--- src/alc_pkg.sv ---
/*
  Shared constants and types of the automatic level control block.
  Assumes the samples given to the block are the level-control output,
  16-bit two's complement, one pair per sample period.
*/
// Notes on behaviour
// RULE1 - Limiting and recovery run only while the enable bit is 1.
// RULE2 - Either channel over the detection level lowers both gains equally.
// RULE3 - With zero-cross detect on, gains change at own zero cross or timeout.
// RULE4 - Timeout select gives 128, 256, 512 or 1024 sample periods.
// RULE5 - With zero-cross detect off, one step is applied every sample.
// RULE6 - Attenuate until at or below threshold; restart when exceeded again.
// RULE7 - Threshold select: -2.5, -4.1, -6.0 or -8.5 dBFS; reset code 00.
// RULE8 - Reset band runs from detection level down to next lower level.
// RULE9 - Attenuation select gives 1, 2, 4 or 8 steps of 0.375 dB.
// RULE10 - Recovery step only after a full wait spent below the band.
// RULE11 - Wait select gives 128 sample periods doubling up to 16384.
// RULE12 - Recovery raises both gains by 1 to 4 steps, never past reference.
// RULE13 - Gain code: 0.375 dB steps, F1H +36 dB, 00H mute, reset E1H.
// RULE14 - Recovery steps are spaced by the wait period.
// RULE15 - With no zero cross, steps follow the longer timeout period.
// RULE16 - Output in the band restarts the wait; below it the wait runs.
// RULE17 - After impulse noise recovery runs 4, 8 or 16 times faster.
// RULE18 - Host changes settings only while level control is disabled.
// RULE19 - Host should program wait at least as long as the timeout.
// RULE20 - When disabled the gains follow host gain values at zero cross.
// RULE21 - Host gain writes are ignored while level control is active.
// RULE22 - On start the left gain value becomes the common gain.
// RULE23 - Impulse means an over-level run of at most four samples.
// RULE24 - Counters advance once per sample and clear when disabled; the timeout counter is not cleared when disabled.
package alc_pkg;

  localparam int SAMPLE_W = 16;
  localparam int GAIN_W   = 8;
  localparam int TIMER_W  = 15;
  localparam int RUN_W    = 3;
  localparam int ADDR_W   = 5;
  localparam int CTRL_W   = 3;
  localparam int CFG_W    = 13;

  typedef logic [GAIN_W-1:0]          gain_type;
  typedef logic signed [SAMPLE_W-1:0] sample_type;
  typedef logic [SAMPLE_W-1:0]        level_type;
  typedef logic [TIMER_W-1:0]         ticks_type;

  typedef enum logic [1:0] {
    ST_MANUAL  = 2'b00,
    ST_LIMIT   = 2'b01,
    ST_RECOVER = 2'b10
  } alc_state_type;

  // Full-scale magnitudes of the detection levels.
  localparam level_type LEVEL_M2P5 = 16'h5ffd;
  localparam level_type LEVEL_M4P1 = 16'h4fd6;
  localparam level_type LEVEL_M6P0 = 16'h4027;
  localparam level_type LEVEL_M8P5 = 16'h301c;
  localparam level_type LEVEL_M12  = 16'h2027;

  // Byte offsets on the register bus.
  localparam logic [ADDR_W-1:0] OFS_CTRL   = 5'h00;
  localparam logic [ADDR_W-1:0] OFS_CFG    = 5'h04;
  localparam logic [ADDR_W-1:0] OFS_REF    = 5'h08;
  localparam logic [ADDR_W-1:0] OFS_LEFT   = 5'h0c;
  localparam logic [ADDR_W-1:0] OFS_RIGHT  = 5'h10;
  localparam logic [ADDR_W-1:0] OFS_STATUS = 5'h14;

  localparam int CTRL_ENABLE_BIT = 0;
  localparam int CTRL_ZCD_BIT    = 1;
  localparam int CTRL_POWER_BIT  = 2;
  localparam int CFG_THR_LSB     = 0;
  localparam int CFG_ATT_LSB     = 2;
  localparam int CFG_ZTO_LSB     = 4;
  localparam int CFG_WAIT_LSB    = 6;
  localparam int CFG_RSTEP_LSB   = 9;
  localparam int CFG_FAST_LSB    = 11;
  localparam int STAT_STATE_LSB  = 16;
  localparam int STAT_FAST_BIT   = 18;

  localparam gain_type GAIN_RESET = 8'he1;
  localparam gain_type GAIN_MUTE  = 8'h00;
  localparam gain_type GAIN_ONE   = 8'h01;

  // Periods counted in sample periods (1/fs).
  localparam ticks_type      ZTO_BASE_TICKS    = 15'h0080;
  localparam ticks_type      WAIT_BASE_TICKS   = 15'h0080;
  localparam logic [RUN_W-1:0] IMPULSE_MAX_TICKS = 3'h4;
  localparam logic [2:0]     FAST_SHIFT_X4     = 3'h2;
  localparam logic [2:0]     FAST_SHIFT_X8     = 3'h3;
  localparam logic [2:0]     FAST_SHIFT_X16    = 3'h4;

endpackage : alc_pkg

--- src/monitor_if.sv ---
/*
  Per-channel level and zero-cross flags, from a channel monitor to the
  level control core. All flags are one-cycle pulses on a sample strobe.
*/
`timescale 1ns/10ps
`default_nettype none
interface monitor_if;
  logic zero_cross;
  logic over_limit;
  logic in_band;
  modport source (output zero_cross, output over_limit, output in_band);
  modport sink   (input zero_cross, input over_limit, input in_band);
endinterface : monitor_if
`default_nettype wire

--- src/channel_monitor.sv ---
/*
  Level classifier and zero-cross detector for one channel.
  Assumes one sample per strobe, synchronous to sys_clk.
*/
`timescale 1ns/10ps
`default_nettype none
module channel_monitor (
  input  wire logic              sys_clk,
  input  wire logic              rst_b,
  input  wire logic              tick,
  input  wire alc_pkg::sample_type sample,
  input  wire logic [1:0]        thresh_sel,
  monitor_if.source              mon
);
  import alc_pkg::*;

  logic      prev_sign;
  level_type mag;
  level_type lim;
  level_type floor_level;

  // Sign of the previous sample; a sign change marks a zero crossing.
  always_ff @(posedge sys_clk or negedge rst_b) begin
    if (!rst_b) begin
      prev_sign <= 1'b0;
    end else if (tick) begin
      prev_sign <= sample[SAMPLE_W-1];
    end
  end

  // Detection level and the floor of the band below it.
  always_comb begin
    mag = sample[SAMPLE_W-1] ? level_type'(-sample) : level_type'(sample);
    unique case (thresh_sel) // [RULE7] [RULE8]
      2'b00: begin lim = LEVEL_M2P5; floor_level = LEVEL_M4P1; end
      2'b01: begin lim = LEVEL_M4P1; floor_level = LEVEL_M6P0; end
      2'b10: begin lim = LEVEL_M6P0; floor_level = LEVEL_M8P5; end
      2'b11: begin lim = LEVEL_M8P5; floor_level = LEVEL_M12;  end
    endcase
  end

  // An exact zero also counts as a crossing.
  assign mon.zero_cross = tick &&
         ((sample[SAMPLE_W-1] != prev_sign) || (mag == '0));
  assign mon.over_limit = tick && (mag >= lim);
  assign mon.in_band    = tick && (mag < lim) && (mag >= floor_level);
endmodule : channel_monitor
`default_nettype wire

--- src/fs_timer.sv ---
/*
  Sample-period counter with restart; pulses when the limit is reached
  and then starts over. Assumes limit is at least one.
*/
`timescale 1ns/10ps
`default_nettype none
module fs_timer (
  input  wire logic              sys_clk,
  input  wire logic              rst_b,
  input  wire logic              tick,
  input  wire logic              restart,
  input  wire alc_pkg::ticks_type limit,
  output var  alc_pkg::ticks_type count,
  output logic                   expired
);
  import alc_pkg::*;

  logic at_end;
  assign at_end  = (count == limit - 1'b1);
  assign expired = tick && !restart && at_end;

  // Restart wins over counting so a restart never loses a period. [RULE24]
  always_ff @(posedge sys_clk or negedge rst_b) begin
    if (!rst_b) begin
      count <= '0;
    end else if (restart || expired) begin
      count <= '0;
    end else if (tick) begin
      count <= count + 1'b1;
    end
  end
endmodule : fs_timer
`default_nettype wire

--- src/alc_core.sv ---
/*
  Stereo automatic level control: limiter, recovery, fast recovery and
  manual gain, with an Avalon-MM register slave.
  Assumes sample_valid pulses once per sample period and that the samples
  are the level-control output that the gains act on.
*/
`timescale 1ns/10ps
`default_nettype none
module alc_core (
  input  wire logic                  sys_clk,
  input  wire logic                  rst_b,
  input  wire logic [alc_pkg::ADDR_W-1:0] address,
  input  wire logic                  read,
  input  wire logic                  write,
  input  wire logic [3:0]            byteenable,
  input  wire logic [31:0]           writedata,
  output logic      [31:0]           readdata,
  output logic                       waitrequest,
  input  wire logic                  sample_valid,
  input  wire alc_pkg::sample_type   left_sample,
  input  wire alc_pkg::sample_type   right_sample,
  output alc_pkg::gain_type          applied_left_gain,
  output alc_pkg::gain_type          applied_right_gain
);
  import alc_pkg::*;

  // ------------------------------------------------------------------
  // Register slave
  // ------------------------------------------------------------------
  logic [CTRL_W-1:0] ctrl;
  logic [CFG_W-1:0]  cfg;
  gain_type          recovery_reference_level;
  gain_type          left_level_gain;
  gain_type          right_level_gain;
  logic              ack;
  logic              wr_fire;
  logic [31:0]       wmask;
  logic [31:0]       next_readdata;

  logic alc_enable;
  logic zero_cross_disable;
  logic dac_power_enable;
  logic active;
  logic active_q;
  logic started;
  logic fast;
  alc_state_type state;
  alc_state_type next_state;

  assign alc_enable         = ctrl[CTRL_ENABLE_BIT];
  assign zero_cross_disable = ctrl[CTRL_ZCD_BIT];
  assign dac_power_enable   = ctrl[CTRL_POWER_BIT];
  assign active             = alc_enable && dac_power_enable; // [RULE1]
  assign started            = active && !active_q;

  // Every access waits exactly one cycle, which gives read data a flop.
  assign waitrequest = (read || write) && !ack;
  assign wr_fire     = write && ack;
  assign wmask = {{8{byteenable[3]}}, {8{byteenable[2]}},
                  {8{byteenable[1]}}, {8{byteenable[0]}}};

  always_ff @(posedge sys_clk or negedge rst_b) begin
    if (!rst_b) begin
      ack <= 1'b0;
    end else begin
      ack <= (read || write) && !ack;
    end
  end

  // Control and settings take writes at any time.
  always_ff @(posedge sys_clk or negedge rst_b) begin
    if (!rst_b) begin
      ctrl                     <= '0;
      cfg                      <= '0;
      recovery_reference_level <= GAIN_RESET; // [RULE13]
    end else if (wr_fire) begin
      unique case (address)
        OFS_CTRL: ctrl <= (ctrl & ~wmask[CTRL_W-1:0]) |
                          (writedata[CTRL_W-1:0] & wmask[CTRL_W-1:0]);
        OFS_CFG:  cfg  <= (cfg & ~wmask[CFG_W-1:0]) |
                          (writedata[CFG_W-1:0] & wmask[CFG_W-1:0]);
        OFS_REF:  if (byteenable[0]) begin
          recovery_reference_level <= writedata[GAIN_W-1:0];
        end
        default: ;
      endcase
    end
  end

  // Host gains are frozen while level control runs.
  always_ff @(posedge sys_clk or negedge rst_b) begin
    if (!rst_b) begin
      left_level_gain  <= GAIN_RESET;
      right_level_gain <= GAIN_RESET;
    end else if (wr_fire && !active && byteenable[0]) begin // [RULE21]
      if (address == OFS_LEFT) begin
        left_level_gain <= writedata[GAIN_W-1:0];
      end
      if (address == OFS_RIGHT) begin
        right_level_gain <= writedata[GAIN_W-1:0];
      end
    end
  end

  // Read mux; unmapped offsets read as zero.
  always_comb begin
    next_readdata = '0;
    unique case (address)
      OFS_CTRL:   next_readdata[CTRL_W-1:0] = ctrl;
      OFS_CFG:    next_readdata[CFG_W-1:0]  = cfg;
      OFS_REF:    next_readdata[GAIN_W-1:0] = recovery_reference_level;
      OFS_LEFT:   next_readdata[GAIN_W-1:0] = left_level_gain;
      OFS_RIGHT:  next_readdata[GAIN_W-1:0] = right_level_gain;
      OFS_STATUS: begin
        next_readdata[2*GAIN_W-1:0] = {applied_right_gain,
                                       applied_left_gain};
        next_readdata[STAT_STATE_LSB+1:STAT_STATE_LSB] = state;
        next_readdata[STAT_FAST_BIT] = fast;
      end
      default: next_readdata = '0;
    endcase
  end

  always_ff @(posedge sys_clk or negedge rst_b) begin
    if (!rst_b) begin
      readdata <= '0;
    end else if (read && !ack) begin
      readdata <= next_readdata;
    end
  end

  // ------------------------------------------------------------------
  // Level detection and timers
  // ------------------------------------------------------------------
  monitor_if mon_l ();
  monitor_if mon_r ();

  logic [1:0] thresh_sel;
  logic [1:0] att_sel;
  logic [1:0] zto_sel;
  logic [2:0] wait_sel;
  logic [1:0] rstep_sel;
  logic [1:0] fast_sel;
  assign thresh_sel = cfg[CFG_THR_LSB+1:CFG_THR_LSB];
  assign att_sel    = cfg[CFG_ATT_LSB+1:CFG_ATT_LSB];
  assign zto_sel    = cfg[CFG_ZTO_LSB+1:CFG_ZTO_LSB];
  assign wait_sel   = cfg[CFG_WAIT_LSB+2:CFG_WAIT_LSB];
  assign rstep_sel  = cfg[CFG_RSTEP_LSB+1:CFG_RSTEP_LSB];
  assign fast_sel   = cfg[CFG_FAST_LSB+1:CFG_FAST_LSB];

  channel_monitor u_mon_l (
    .sys_clk    (sys_clk),
    .rst_b      (rst_b),
    .tick       (sample_valid),
    .sample     (left_sample),
    .thresh_sel (thresh_sel),
    .mon        (mon_l.source)
  );

  channel_monitor u_mon_r (
    .sys_clk    (sys_clk),
    .rst_b      (rst_b),
    .tick       (sample_valid),
    .sample     (right_sample),
    .thresh_sel (thresh_sel),
    .mon        (mon_r.source)
  );

  logic      tick;
  logic      over_any;
  logic      band_any;
  gain_type  target_l;
  gain_type  target_r;
  gain_type  next_target_l;
  gain_type  next_target_r;
  logic      pending;
  logic      limit_act;
  logic      recov_act;
  logic      immediate;
  logic      apply_l;
  logic      apply_r;
  ticks_type zto_limit;
  ticks_type wait_base;
  ticks_type wait_limit;
  ticks_type wait_count;
  logic      zto_exp;
  logic      wait_exp;
  logic      wait_restart;
  logic [2:0] fast_shift;

  assign tick     = sample_valid;
  assign over_any = mon_l.over_limit || mon_r.over_limit; // [RULE2]
  assign band_any = mon_l.in_band || mon_r.in_band;
  assign pending  = (applied_left_gain != target_l) ||
                    (applied_right_gain != target_r);

  // Fast recovery divides the wait; the spare code keeps the 4x speed.
  always_comb begin
    unique case (fast_sel) // [RULE17]
      2'b01:   fast_shift = FAST_SHIFT_X8;
      2'b10:   fast_shift = FAST_SHIFT_X16;
      default: fast_shift = FAST_SHIFT_X4;
    endcase
  end

  assign zto_limit  = ZTO_BASE_TICKS << zto_sel;   // [RULE4]
  assign wait_base  = WAIT_BASE_TICKS << wait_sel; // [RULE11]
  assign wait_limit = fast ? (wait_base >> fast_shift) : wait_base;

  // Any level at or above the band floor restarts the wait. A step
  // restarts it through the expiry itself, which keeps the step decision
  // out of its own restart path.
  assign wait_restart = !active || started ||
                        (tick && (over_any || band_any)); // [RULE16]

  fs_timer u_wait (
    .sys_clk (sys_clk),
    .rst_b   (rst_b),
    .tick    (tick),
    .restart (wait_restart), // [RULE10] [RULE24]
    .limit   (wait_limit),
    .count   (wait_count),
    .expired (wait_exp)
  );

  // A new target restarts the timeout, so equal rewrites do not.
  fs_timer u_zto (
    .sys_clk (sys_clk),
    .rst_b   (rst_b),
    .tick    (tick),
    .restart ((next_target_l != target_l) ||
              (next_target_r != target_r)),
    .limit   (zto_limit),
    .count   (),
    .expired (zto_exp)
  );

  // ------------------------------------------------------------------
  // Gain control
  // ------------------------------------------------------------------
  gain_type          step_lim;
  gain_type          step_rec;
  logic [GAIN_W:0]   rec_sum;

  assign step_lim = zero_cross_disable ? GAIN_ONE :
                    gain_type'(GAIN_ONE << att_sel); // [RULE5] [RULE9]
  assign step_rec = gain_type'(rstep_sel) + GAIN_ONE; // [RULE12]
  assign rec_sum  = {1'b0, target_l} + {1'b0, step_rec};

  // With zero-cross detect on, the next action waits for the last one
  // to land on both channels, which paces the limiter.
  assign limit_act = tick && active && active_q && over_any &&
                     (zero_cross_disable || !pending) &&
                     (target_l != GAIN_MUTE); // [RULE6]
  assign recov_act = tick && active && active_q && !over_any &&
                     wait_exp && !pending &&
                     (target_l < recovery_reference_level); // [RULE14]

  always_comb begin
    next_target_l = target_l;
    next_target_r = target_r;
    if (!active) begin
      next_target_l = left_level_gain; // [RULE20]
      next_target_r = right_level_gain;
    end else if (started) begin
      next_target_l = left_level_gain; // [RULE22]
      next_target_r = left_level_gain;
    end else if (limit_act) begin
      next_target_l = (target_l >= step_lim) ? target_l - step_lim
                                             : GAIN_MUTE; // [RULE2]
      next_target_r = next_target_l;
    end else if (recov_act) begin
      next_target_l = (rec_sum > {1'b0, recovery_reference_level}) ?
                      recovery_reference_level :
                      rec_sum[GAIN_W-1:0]; // [RULE12]
      next_target_r = next_target_l;
    end
  end

  always_ff @(posedge sys_clk or negedge rst_b) begin
    if (!rst_b) begin
      target_l <= GAIN_RESET;
      target_r <= GAIN_RESET;
      active_q <= 1'b0;
    end else begin
      target_l <= next_target_l;
      target_r <= next_target_r;
      active_q <= active;
    end
  end

  // Each channel takes the target at its own zero crossing, on the timeout,
  // or every sample in immediate mode; a long timeout thus also paces recovery. [RULE15]
  assign immediate = active && zero_cross_disable;
  assign apply_l = tick && (immediate || mon_l.zero_cross || zto_exp);
  assign apply_r = tick && (immediate || mon_r.zero_cross || zto_exp);

  always_ff @(posedge sys_clk or negedge rst_b) begin
    if (!rst_b) begin
      applied_left_gain  <= GAIN_RESET;
      applied_right_gain <= GAIN_RESET;
    end else begin
      if (apply_l) begin
        applied_left_gain <= target_l; // [RULE3] [RULE5]
      end
      if (apply_r) begin
        applied_right_gain <= target_r; // [RULE3]
      end
    end
  end

  // ------------------------------------------------------------------
  // Mode and impulse detection
  // ------------------------------------------------------------------
  logic [RUN_W-1:0] over_run;

  always_comb begin
    next_state = state;
    unique case (state)
      ST_MANUAL: if (active) next_state = ST_RECOVER;
      ST_LIMIT, ST_RECOVER: begin
        if (!active) next_state = ST_MANUAL;
        else if (tick) next_state = over_any ? ST_LIMIT : ST_RECOVER;
      end
      default: next_state = ST_MANUAL;
    endcase
  end

  always_ff @(posedge sys_clk or negedge rst_b) begin
    if (!rst_b) begin
      state <= ST_MANUAL;
    end else begin
      state <= next_state;
    end
  end

  // Length of the current over-level run, saturating.
  always_ff @(posedge sys_clk or negedge rst_b) begin
    if (!rst_b) begin
      over_run <= '0;
    end else if (!active || (tick && !over_any)) begin
      over_run <= '0;
    end else if (tick && (over_run != '1)) begin
      over_run <= over_run + 1'b1;
    end
  end

  // A short burst counts as an impulse; fast mode lasts until the
  // gain is back at the reference or a longer burst ends.
  always_ff @(posedge sys_clk or negedge rst_b) begin
    if (!rst_b) begin
      fast <= 1'b0;
    end else if (!active) begin
      fast <= 1'b0;
    end else if (tick && !over_any && state == ST_LIMIT) begin
      fast <= (over_run <= IMPULSE_MAX_TICKS); // [RULE23]
    end else if (recov_act &&
                 next_target_l == recovery_reference_level) begin
      fast <= 1'b0;
    end
  end
endmodule : alc_core
`default_nettype wire

--- config.mk ---
export PLATFORM = sky130hd
export DESIGN_NAME = alc_core
export DESIGN_NICKNAME = d
export VERILOG_FILES = /design/src/alc_pkg.sv /design/src/monitor_if.sv /design/src/channel_monitor.sv /design/src/fs_timer.sv /design/src/alc_core.sv
export SDC_FILE = /design/constraint.sdc
export NUM_CORES = 1
export LEC_CHECK = 0
export BUFFER_PORTS_ARGS = -buffer_cell sky130_fd_sc_hd__buf_2
export CORE_AREA = 3 3 177 179
export CTS_BUF_LIST = sky130_fd_sc_hd__clkbuf_4
export DETAILED_ROUTE_END_ITERATION = 8
export DIE_AREA = 0 0 180 182
export PLACE_DENSITY = 0.59
export SLEW_MARGIN = 20
export SYNTH_ARGS = -nofsm -noshare
export SYNTH_HDL_FRONTEND = slang
export SYNTH_SLANG_ARGS = --single-unit
--- constraint.sdc ---
create_clock -name sys_clk -period 7.36 [get_ports sys_clk]
set_input_delay 1.104 -clock sys_clk [delete_from_list [all_inputs] [get_ports sys_clk]]
set_output_delay 1.104 -clock sys_clk [all_outputs]
set_load 0.005 [all_outputs]
==> summary.md, run 1 <==
| Metric | Value |
|---|---|
| Outcome | `completed` |
| Worst setup EP type | `flop` |
| DIE AREA | `32800 µm²` |
| Sequential Power Share | `~40%` |
| Clock transition at path regs | `~0.13 ns` |
| Syn-to-layout area delta | `9.40%` |
| Fin crit period | `about 6.3 ns` |
| # fillers | `just under 3000` |
| Placer Congestion | `~1.0` |
| Hold Fails Final Rpt | `0` |
| Syn. warnings | `0` |
| Drc violations | `0` |
| Total iterations of the first detailed-routing run | `6` |
| Crit-path leading delay family | `simple AND/OR/NAND/NOR gates` |
| Largest net degree at the start of global routing | `77` |
| Multi-input gate area | `7740 µm²` |
| Starting density of the core | `39.0%` |
| Asr flop ratio synth | `between 90% and 100%` |
| Tot GR Track Use | `between 20% and 30%` |
| Die Width | `180 µm` |
| Post-CTS Setup Bufs | `0` |
| EDFF count, synth | `0` |
| Die Y | `~180 µm` |
| Commonest cells post-synth | `nand2_1, nor2_1, dfrtp_1` |
| Most frequent cell after synthesis | `nand2_1` |
| Post-synthesis cell type count | `97` |
| NetSw | `around 0.90 mW` |
| Final setup fails | `0` |
| First-pass GRT wire length | `between 60000 and 70000 µm` |
| Combinational family with the most area after synthesis | `simple AND/OR/NAND/NOR gates` |
| WP buf/inv | `1` |
| Met2 Wirelength | `about 18000 µm` |
| Tightest Pin Transition | `1.28 ns` |
| Worst path required time | `7.83 ns` |
| Post-route ant nets | `0` |
| Syn Inst Count | `1350` |
| H-tree Lvls | `4` |
| Pint | `around 1.3 mW` |
| Dpl hpwl | `around 30000 µm` |
| Synth top area cells | `dfrtp_1, ha_1, dfstp_2` |
| Rows | `63` |
| Vias per std cell | `about 6` |
| # clock sinks | `131` |
| M1 WL | `around 18000 µm` |
| Period utilization | `85.7%` |
| Final worst slack | `about 1.1 ns` |
| Switching Fraction | `between 40 and 50%` |
| Worst-Skew Late Latency | `~0.57 ns` |
| Worst-path fanout max | `15` |
| Worst setup SP type | `flop` |
| Fin Setup TNS | `0 ns` |
| Io pins | `~130` |
| Syn Std Cell Area | `between 10000 and 15000 µm²` |
| Placed cells | `about 1800` |
| Yosys top cell by area | `dfrtp_1` |
| Setup Skew | `~0.03 ns` |
| Post-synth top area share | `22.2%` |
| Post-Synth Adder-Cell Area | `10.5%` |
| Kind of critical path | `reg -> reg` |
| Clock Power Share | `about a quarter` |
| Total grt overflow | `0` |
| Dpl ws | `roughly 0.7 ns` |
| Post-synth top flop | `dfrtp_1` |
| RSZ-0062 raised after global routing | `false` |
| Peak VDD IR | `just over 0.08 mV` |
| Leakage power | `approximately 5.5 nW` |
| Comb pwr share | `roughly 35%` |
| Crit path cell chain | `inv_1, ha_1, fa_1, nand3b_1, or3_1, xnor2_1, ha_1, a211oi_1, nand2_1, o31a_1, mux2i_1, o22ai_1, nor4_1, o211ai_1, o31ai_4, nand4b_2, nor2_1` |
| Core Region | `around 30000 µm²` |
| Critical Path AT | `between 6 and 7 ns` |
| IO Port Bufs | `92` |
| Via count | `10900` |
| WL/cell | `~22 µm` |
| FF+latch count, synth | `around 130` |
| Worst Reg-to-Reg Cells | `17` |
| Final std cells w/o fill | `1807` |
| Number of global-route vias before repair | `about 11000` |
| Top sig layer | `met4` |
| Flip-flop and latch area | `~3300 µm²` |
| Hold depth | `2` |
| Util after Layout | `between 40% and 50%` |
| Post-Synth Simple-Gate Area | `20.4%` |
| Design Power | `about 2.2 mW` |
| Fraction of layout cells with a size suffix above 1 | `18.4%` |
| Cts hold-fix bufs | `0` |
| Antenna violations before repair | `1` |
| Initial drt markers | `~1100` |
| Xor/xnor cell area share of the yosys netlist | `under 10%` |
| CTS buffer count | `17` |
| Cts repair resizes | `0` |
| Worst slew margin | `14.0%` |
| Clock buffer depth | `2` |
| CP max-delay cell | `dfstp_2` |
| CP max stage delay | `around 0.69 ns` |
| Max cap viols | `0` |
| Worst Hold Class | `reg -> reg` |
| Routed wl met3 | `around 3000 µm` |
| CP most frequent cell | `ha_1` |
| CP Depth | `17` |
| FMAX | `approximately 160 MHz` |
| Seq/Total Area, Yosys | `28.6%` |
| Dpl cell area | `between 10000 and 15000 µm²` |
| Post-Route WL | `roughly 40000 µm` |
| Clock root cell | `clkbuf_4` |
| Mux share of post-synthesis cell area | `under 10%` |
| Nets@finish | `about 1600` |
| Compound-Gate Fraction of Synth Area | `about a fifth` |
| CTS tree | `built` |
| Finished Cell Area | `12700 µm²` |
| Final hold slack | `about 0.49 ns` |
| PwrDens | `between 150 and 200 nW/µm²` |
| Fin. max-slew vios | `0` |
| Syn avg cell area | `around 8.6 µm²` |
==> cells by family (layout without fill, tap and decap cells) <==
logic type               count (synthesis)  in the layout
AND/OR/NAND/NOR                        465            465
flip-flops                             131            131
adder cells (fa/ha/maj)                 96             96
XOR/XNOR                               102            102
AO/OA/AOI/OAI                          340            340
other                                    2             16
buffers and inverters                  143            196
multiplexers                            71             71
==> layer usage <==
layer / vias to the layer above / global-route usage, %
met5: - / 0
met4: 0 / 6.19
met3: 58 / 4.67
met2: 447 / 37.1
met1: 5308 / 34.0
li1: 5038 / -
==> layout make-up <==
| type | count | share of cell area [%] |
|---|---|---|
| multi-input combinational | 1089 | 61.0 |
| sequential | 131 | 26.1 |
| timing repair buffer | 112 | 4.86 |
| tap | 390 | 3.85 |
| clock inverter | 15 | 1.57 |
| inverter | 52 | 1.54 |
| clock buffer | 17 | 1.01 |
| antenna | 1 | 0.0197 |
==> layout by cell type, fill, tap and decap left out, drive strengths merged, types with 9 or more instances in the layout <==
master	n
inv	58
a31oi	18
xor2	27
clkbuf	17
nand3	37
mux2	57
nand4	27
o22ai	14
a21oi	72
o31ai	11
o211ai	9
a22oi	16
ha	94
or3	12
mux2i	14
nand2	135
o21ai	71
a21o	15
nor2	112
dfrtp	103
a211oi	27
buf	112
xnor2	74
dfstp	28
nand2b	18
nor3	34
and3	16
nor4	21
conb	15
==> power by group through the flow <==
stage | clock network, mW | registers, mW | logic [mW]
global route | 0.620 | 0.892 | 0.856
floorplan | 0 | 0.824 | 0.559
finish | 0.575 | 0.886 | 0.773
detailed placement | 0 | 0.895 | 0.756
CTS | 0.592 | 0.881 | 0.761
global placement | 0 | 0.894 | 0.746
==> path summary, 6_finish.rpt <==
path	from	slack, ns	to
setup / recovery	target_l[0]	1.06	u_zto.count[0]
hold / removal	readdata[8]	0.49	readdata[8]
setup reg to reg	target_l[0]	1.06	u_zto.count[0]
hold reg to reg	readdata[8]	0.49	readdata[8]
max in group asynchronous	rst_b	5.57	recovery_reference_level[4]
min in group asynchronous	rst_b	0.55	readdata[16]
==> worst register-to-register path: stages, from the launching register on <==
cell      delay [ns]
dfstp_2         0.69
inv_1           0.19
ha_1            0.25
fa_1            0.49
nand3b_1        0.32
or3_1           0.45
xnor2_1         0.35
ha_1            0.35
a211oi_1        0.26
nand2_1         0.09
o31a_1          0.43
mux2i_1         0.52
o22ai_1         0.17
nor4_1          0.26
o211ai_1        0.20
o31ai_4         0.48
nand4b_2        0.48
nor2_1          0.25
Power figures use the tool's default switching activity.
==> run 2: changes to the inputs <==
==> constraint.sdc (replaced) <==
create_clock -name sys_clk -period 6.6 [get_ports sys_clk]
set_input_delay 0.99 -clock sys_clk [delete_from_list [all_inputs] [get_ports sys_clk]]
set_output_delay 0.99 -clock sys_clk [all_outputs]
set_load 0.005 [all_outputs]
==> run 2 against run 1 <==
Effect of this change:
- worst setup slack worse by 0.22 ns
- largest power group unchanged
- total power up 12%
- sequential power up 11%
- highest routed layer unchanged
- hold slack worse by 0.088 ns
- wire length about the same
- combinational power up 14%
- global-route usage up 0.086 points
- count of clock-buffer cells in the layout up 1
- utilization up 0.34 points
- critical path depth up 3
- critical endpoint is now applied_left_gain[2]
==> summary.md, run 2 (same netlist as run 1, synthesis figures left out) <==
| Metric | Value |
|---|---|
| Outcome | `completed` |
| Worst-path fanout max | `14 (-1)` |
| Hold Fails Final Rpt | `0 (unchanged)` |
| Number of global-route vias before repair | `10700 (+1.1%)` |
| Worst path required time | `7.07 ns (-0.76 ns)` |
| Leakage power | `5.55 nW (+1.0%)` |
| Fraction of layout cells with a size suffix above 1 | `19.0% (+0.59 points)` |
| Initial drt markers | `1141 (unchanged)` |
| Worst setup EP type | `flop` |
| Largest net degree at the start of global routing | `80 (+3.9%)` |
| Setup Skew | `0.0434 ns (+0.0136 ns)` |
| Clock root cell | `clkbuf_4` |
| Fin Setup TNS | `0 ns (unchanged)` |
| DIE AREA | `32800 µm² (unchanged)` |
| Max cap viols | `0 (unchanged)` |
| Starting density of the core | `39.0% (unchanged)` |
| Worst slew margin | `36.0% (+22 points)` |
| Post-Route WL | `39600 µm (about the same)` |
| Total grt overflow | `0 (unchanged)` |
| Core Region | `29700 µm² (unchanged)` |
| Kind of critical path | `in -> reg` |
| Fin crit period | `just under 6 ns` |
| Placer Congestion | `0.975 (-4.2%)` |
| Via count | `10900 (+0.11%)` |
| Syn-to-layout area delta | `10.3%` |
| Worst Hold Class | `in -> async` |
| Worst setup SP type | `input pin` |
| Util after Layout | `43.0% (+0.34 points)` |
| WL/cell | `21.8 µm (-0.86%)` |
| Nets@finish | `1591 (+0.89%)` |
| Clock buffer depth | `2 (unchanged)` |
| Cts hold-fix bufs | `0 (unchanged)` |
| Io pins | `127 (unchanged)` |
| Worst-Skew Late Latency | `0.59 ns (+0.02 ns)` |
| H-tree Lvls | `4 (unchanged)` |
| Tot GR Track Use | `23.9% (+0.086 points)` |
| CTS buffer count | `17 (unchanged)` |
| Most common cell after layout, fill and taps aside | `nand2_1` |
| Tightest Pin Transition | `0.954 ns (-0.324 ns)` |
| Die Y | `182 µm (unchanged)` |
| Dpl hpwl | `30700 µm (+0.98%)` |
| Vias per std cell | `5.97 (-0.66%)` |
| Cts repair resizes | `0 (unchanged)` |
| PwrDens | `195 nW/µm² (+11%)` |
| FF-to-FF setup slack | `0.99 ns (-0.07 ns)` |
| FMAX | `between 150 and 200 MHz` |
| RSZ-0062 raised after global routing | `false` |
| Critical Path AT | `6.23 ns (-0.55 ns)` |
| Antenna violations before repair | `1 (unchanged)` |
| Total iterations of the first detailed-routing run | `9 (+3)` |
| Peak VDD IR | `0.120 mV (+47%)` |
| Final setup fails | `0 (unchanged)` |
| Die Width | `180 µm (unchanged)` |
| First-pass GRT wire length | `62400 µm (+0.23%)` |
| Post-route ant nets | `0 (unchanged)` |
| Rows | `63 (unchanged)` |
| Clock transition at path regs | `0.16 ns (+0.03 ns)` |
| Period utilization | `between 80 and 90%` |
| Post-CTS Setup Bufs | `0 (unchanged)` |
| Most frequent cells in the layout | `nand2_1, nor2_1, dfrtp_1` |
| Drc violations | `0 (unchanged)` |
| # clock sinks | `131 (unchanged)` |
| Fin. max-slew vios | `0 (unchanged)` |
| IO Port Bufs | `92 (unchanged)` |
| CTS tree | `built` |
-- run 2: cell count changes in the layout (fill, tap and decap cells not counted), moves of 2 or more --
cell / before / now
inv_8: 3 / 1
clkinvlp_4: 0 / 2
clkinv_1: 0 / 2
buf_4: 20 / 33
clkinv_4: 5 / 3
-- run 2: critical path, stage by stage --
cell	delay (ns)
buf_2	0.10
or3_1	0.41
or4_1	0.50
nand2b_1	0.20
o41ai_1	0.31
xnor2_1	0.22
ha_1	0.30
a21o_1	0.16
a22oi_1	0.13
o211ai_1	0.11
a311o_1	0.37
nor4_4	0.27
buf_12	0.19
nand3_1	0.11
or3_4	0.47
o32ai_2	0.34
nor4_2	0.08
buf_4	0.16
a21oi_4	0.43
mux2_4	0.34
-- run 2: final timing paths --
path | start | end | depth (start not counted)
max in group asynchronous | rst_b | u_zto.count[7] | 2
max reg2reg | target_l[0] | applied_left_gain[2] | 18
max | right_sample[1] | applied_left_gain[2] | 20
min reg2reg | readdata[10] | readdata[10] | 2
min in group sys_clk | readdata[10] | readdata[10] | 2
min | rst_b | u_wait.count[10] | 1
-- run 2: final cells by class --
class | count | area, µm²
timing repair buffer | 126 | 734
inverter | 52 | 195
fill | 2978 | 16900
tap | 390 | 488
clock inverter | 14 | 176
antenna | 1 | 2.50
clock buffer | 18 | 135
multi-input combinational | 1089 | 7740
sequential | 131 | 3310
-- run 2: power breakdown --
group / switching (mW) / internal, mW
clock: 0.358 / 0.272
combinational: 0.531 / 0.352
sequential: 0.117 / 0.867
-- run 2: through the flow --
step | total power, mW | setup WS (ns) | std cells | hold WS [ns] | instance area [µm²]
floorplan | 1.54 | 0.845 | 1363 | 0.466 | 11600
global placement | 1.85 | 0.349 | 1788 | 0.455 | 12500
detailed placement | 1.86 | 0.276 | 1788 | 0.466 | 12500
CTS | 2.50 | 0.878 | 1820 | 0.407 | 12800
global route | 2.65 | 0.469 | 1821 | 0.419 | 12800
finish | 2.50 | 0.836 | 1821 | 0.400 | 12800
-- run 2: per-layer routing --
layer	track usage [%]	vias up	share of wire, %
met4	5.45	0	1.8
li1	-	5081	-
met5	0	-	0
met2	38.2	375	45
met3	4.27	46	6.1
met1	33.8	5361	47
==> run 3: changes to the inputs <==
--- a/config.mk
+++ b/config.mk
@@ -10,7 +10,7 @@
 export CTS_BUF_LIST = sky130_fd_sc_hd__clkbuf_4
 export DETAILED_ROUTE_END_ITERATION = 8
 export DIE_AREA = 0 0 180 182
-export PLACE_DENSITY = 0.59
+export PLACE_DENSITY = 0.61
 export SLEW_MARGIN = 20
 export SYNTH_ARGS = -nofsm -noshare
 export SYNTH_HDL_FRONTEND = slang
==> constraint.sdc (replaced) <==
create_clock -name sys_clk -period 5.05 [get_ports sys_clk]
set_input_delay 0.7575 -clock sys_clk [delete_from_list [all_inputs] [get_ports sys_clk]]
set_output_delay 0.7575 -clock sys_clk [all_outputs]
set_load 0.005 [all_outputs]
==> run 3 against run 2 <==
Effect of this change:
- register-to-register slack got worse by 0.85 ns
- wire length increased by 6.2%
- utilization increased by 4.5 points
- count of clock-buffer cells in the layout decreased by 1
- die area unchanged
- first-iteration DRC count decreased by 12%
- largest cell class unchanged
- critical endpoint is now applied_left_gain[4]
==> summary.md, run 3 (same netlist as run 1, synthesis figures left out) <==
| Metric | Value |
|---|---|
| Die Width | `180 µm (unchanged)` |
| Final worst slack | `0.0568 ns (-0.779 ns)` |
| Worst-path fanout max | `8 (-6)` |
| R2r startpoint | `target_l[0]` |
| Period utilization | `a little over nine tenths` |
| Worst path required time | `5.50 ns (-1.57 ns)` |
| Dpl hpwl | `32600 µm (+6.5%)` |
| Io pins | `127 (unchanged)` |
| Clock Power Share | `22.2% (-3.0 points)` |
| Most common cell after layout, fill and taps aside | `buf_4` |
| Multi-input gate area | `8050 µm² (+4.1%)` |
| Final setup fails | `0 (unchanged)` |
| Die Y | `182 µm (unchanged)` |
| Leakage power | `6.29 nW (+13%)` |
| Worst setup SP type | `input pin` |
| Setup Skew | `0.0343 ns (-0.00906 ns)` |
| Clock root cell | `clkbuf_4` |
| Clock buffer depth | `2 (unchanged)` |
| Placer Congestion | `1.06 (+8.5%)` |
| Total iterations of the first detailed-routing run | `6 (-3)` |
| Drc violations | `0 (unchanged)` |
| Worst setup EP type | `flop` |
| Critical Path AT | `5.45 ns (-0.78 ns)` |
| Starting density of the core | `39.0% (unchanged)` |
| Antenna violations before repair | `2 (+1)` |
| Fraction of layout cells with a size suffix above 1 | `28.7% (+9.7 points)` |
| Met2 usage | `40.6% (+2.3 points)` |
| Via count | `11500 (+5.8%)` |
| Pint | `1.93 mW (+30%)` |
| FF-to-FF setup slack | `0.14 ns (-0.85 ns)` |
| Syn-to-layout area delta | `21.7%` |
| Post-Route WL | `42100 µm (+6.2%)` |
| CTS buffer count | `17 (unchanged)` |
| Total grt overflow | `0 (unchanged)` |
| NetSw | `1.42 mW (+41%)` |
| # clock sinks | `131 (unchanged)` |
| Worst Hold Class | `in -> async` |
| Hold Fails Final Rpt | `0 (unchanged)` |
| H-tree Lvls | `4 (unchanged)` |
| Worst slew margin | `37.6% (+1.6 points)` |
| WL/cell | `21.5 µm (-0.98%)` |
| Worst Reg-to-Reg Cells | `21 (+3)` |
| Switching Fraction | `42.5% (+2.1 points)` |
| Fin crit period | `4.99 ns` |
| Final std cells w/o fill | `1953 (+7.2%)` |
| Finished Cell Area | `14100 µm² (+10%)` |
| Largest net degree at the start of global routing | `99 (+24%)` |
| Dpl cell area | `13400 µm² (+7.8%)` |
| Number of global-route vias before repair | `11100 (+4.6%)` |
| First-pass GRT wire length | `65100 µm (+4.4%)` |
| Dpl ws | `-0.558 ns (-0.834 ns)` |
| Fin. max-slew vios | `0 (unchanged)` |
| Sequential Power Share | `38.2% (-1.2 points)` |
| Outcome | `completed` |
| Grt met3 use | `4.91% (+0.64 points)` |
| Initial drt markers | `1001 (-12%)` |
| Clock transition at path regs | `0.16 ns (about the same)` |
| Peak VDD IR | `0.129 mV (+7.2%)` |
| Tightest Pin Transition | `0.928 ns (-0.0253 ns)` |
| FMAX | `around 200 MHz` |
| GR peak layer | `met2` |
| Tot GR Track Use | `25.1% (+1.2 points)` |
| Vias per std cell | `5.88 (-1.4%)` |
| Nets@finish | `1723 (+8.3%)` |
| IO Port Bufs | `92 (unchanged)` |
| # fillers | `2883 (-3.2%)` |
| Worst reg2reg path endpoint | `applied_left_gain[4]` |
| PwrDens | `238 nW/µm² (+22%)` |
| DIE AREA | `32800 µm² (unchanged)` |
| Post-route ant nets | `0 (unchanged)` |
| Most frequent cells in the layout | `buf_4, nand2_1, nor2_1` |
| Kind of critical path | `in -> reg` |
| Comb pwr share | `39.5% (+4.1 points)` |
| M1 GR Usage | `34.5% (+0.73 points)` |
| Flip-flop and latch area | `3310 µm² (unchanged)` |
| CTS tree | `built` |
| Core Region | `29700 µm² (unchanged)` |
| Max cap viols | `0 (unchanged)` |
| Rows | `63 (unchanged)` |
| Worst-Skew Late Latency | `0.58 ns (about the same)` |
| RSZ-0062 raised after global routing | `true` |
| Placed cells | `1909 (+6.8%)` |
| Cts hold-fix bufs | `0 (unchanged)` |
==> run 3: cell count changes in the layout (fill, tap and decap cells not counted), moves of 4 or more <==
cell,delta
buf_4,+124
buf_6,+6
xnor2_1,-4
a211oi_2,+4
a211oi_1,-4
==> run 3: per-layer routing <==
metal,vias up,part of all wire (%)
met3,76,8.0
li1,5345,-
met1,5569,44
met2,501,46
met5,-,0
met4,0,2.4
==> run 3: metrics by stage <==
stage | util [%] | total power, mW | setup TNS (ns) | hold WS (ns)
after floorplan | - | 2.02 | -0.573 | 0.462
after global placement | 45.2 | 2.53 | -13.05 | 0.457
after detailed placement | 45.2 | 2.54 | -13.84 | 0.466
after CTS | 46.5 | 3.31 | -0.0105 | 0.269
after global routing | 47.5 | 3.56 | -0.273 | 0.276
final | 47.5 | 3.36 | 0 | 0.231
==> run 3: how the worst max path moves through the flow <==
stage | to | startpoint | slack, ns | depth (start not counted)
2_1_floorplan | applied_left_gain[1] | right_sample[1] | -0.06 | 19
3_3_place_gp | applied_left_gain[4] | right_sample[1] | -0.49 | 19
3_5_place_dp | applied_left_gain[4] | right_sample[1] | -0.56 | 19
4_1_cts | applied_left_gain[4] | right_sample[1] | -0.01 | 21
5_1_grt | applied_left_gain[1] | right_sample[0] | -0.05 | 25
6_report | applied_left_gain[4] | right_sample[1] | 0.06 | 21
==> run 3: power groups by stage <==
stage	registers, mW	logic (mW)	clock network, mW
after global routing	1.29	1.45	0.819
after global placement	1.29	1.24	0
after CTS	1.27	1.27	0.771
final	1.28	1.33	0.746
after detailed placement	1.29	1.25	0
after floorplan	1.20	0.822	0
==> run 3: timing repair <==
| action | 4_1_cts | 5_1_grt |
|---|---|---|
| pin swaps | 5 | 28 |
| setup buffers | 5 | 8 |
| gates resized for setup | 3 | 50 |
| endpoints found under the setup margin | 31 | 32 |
==> run 3: final cells by class <==
class,instances,share of cell area [%]
antenna,1,0.0177
clock buffer,17,0.904
clock inverter,15,1.13
inverter,52,1.38
multi-input combinational,1089,57.1
sequential,131,23.5
tap,390,3.46
timing repair buffer,258,12.6
==> run 3: worst max-delay path, stage by stage <==
cell and delay, ns:
buf_2 0.11, or3_4 0.38, or4_4 0.42, nand2b_4 0.17
o41ai_4 0.25, xnor2_2 0.17, ha_1 0.27, a21o_1 0.17
a22oi_2 0.11, o211ai_1 0.12, a311o_1 0.36, or4_4 0.45
buf_6 0.15, a31oi_4 0.18, a2bb2oi_2 0.15, o211ai_1 0.10
buf_4 0.16, nor4_4 0.41, a21oi_4 0.10, buf_12 0.17
mux2_4 0.29
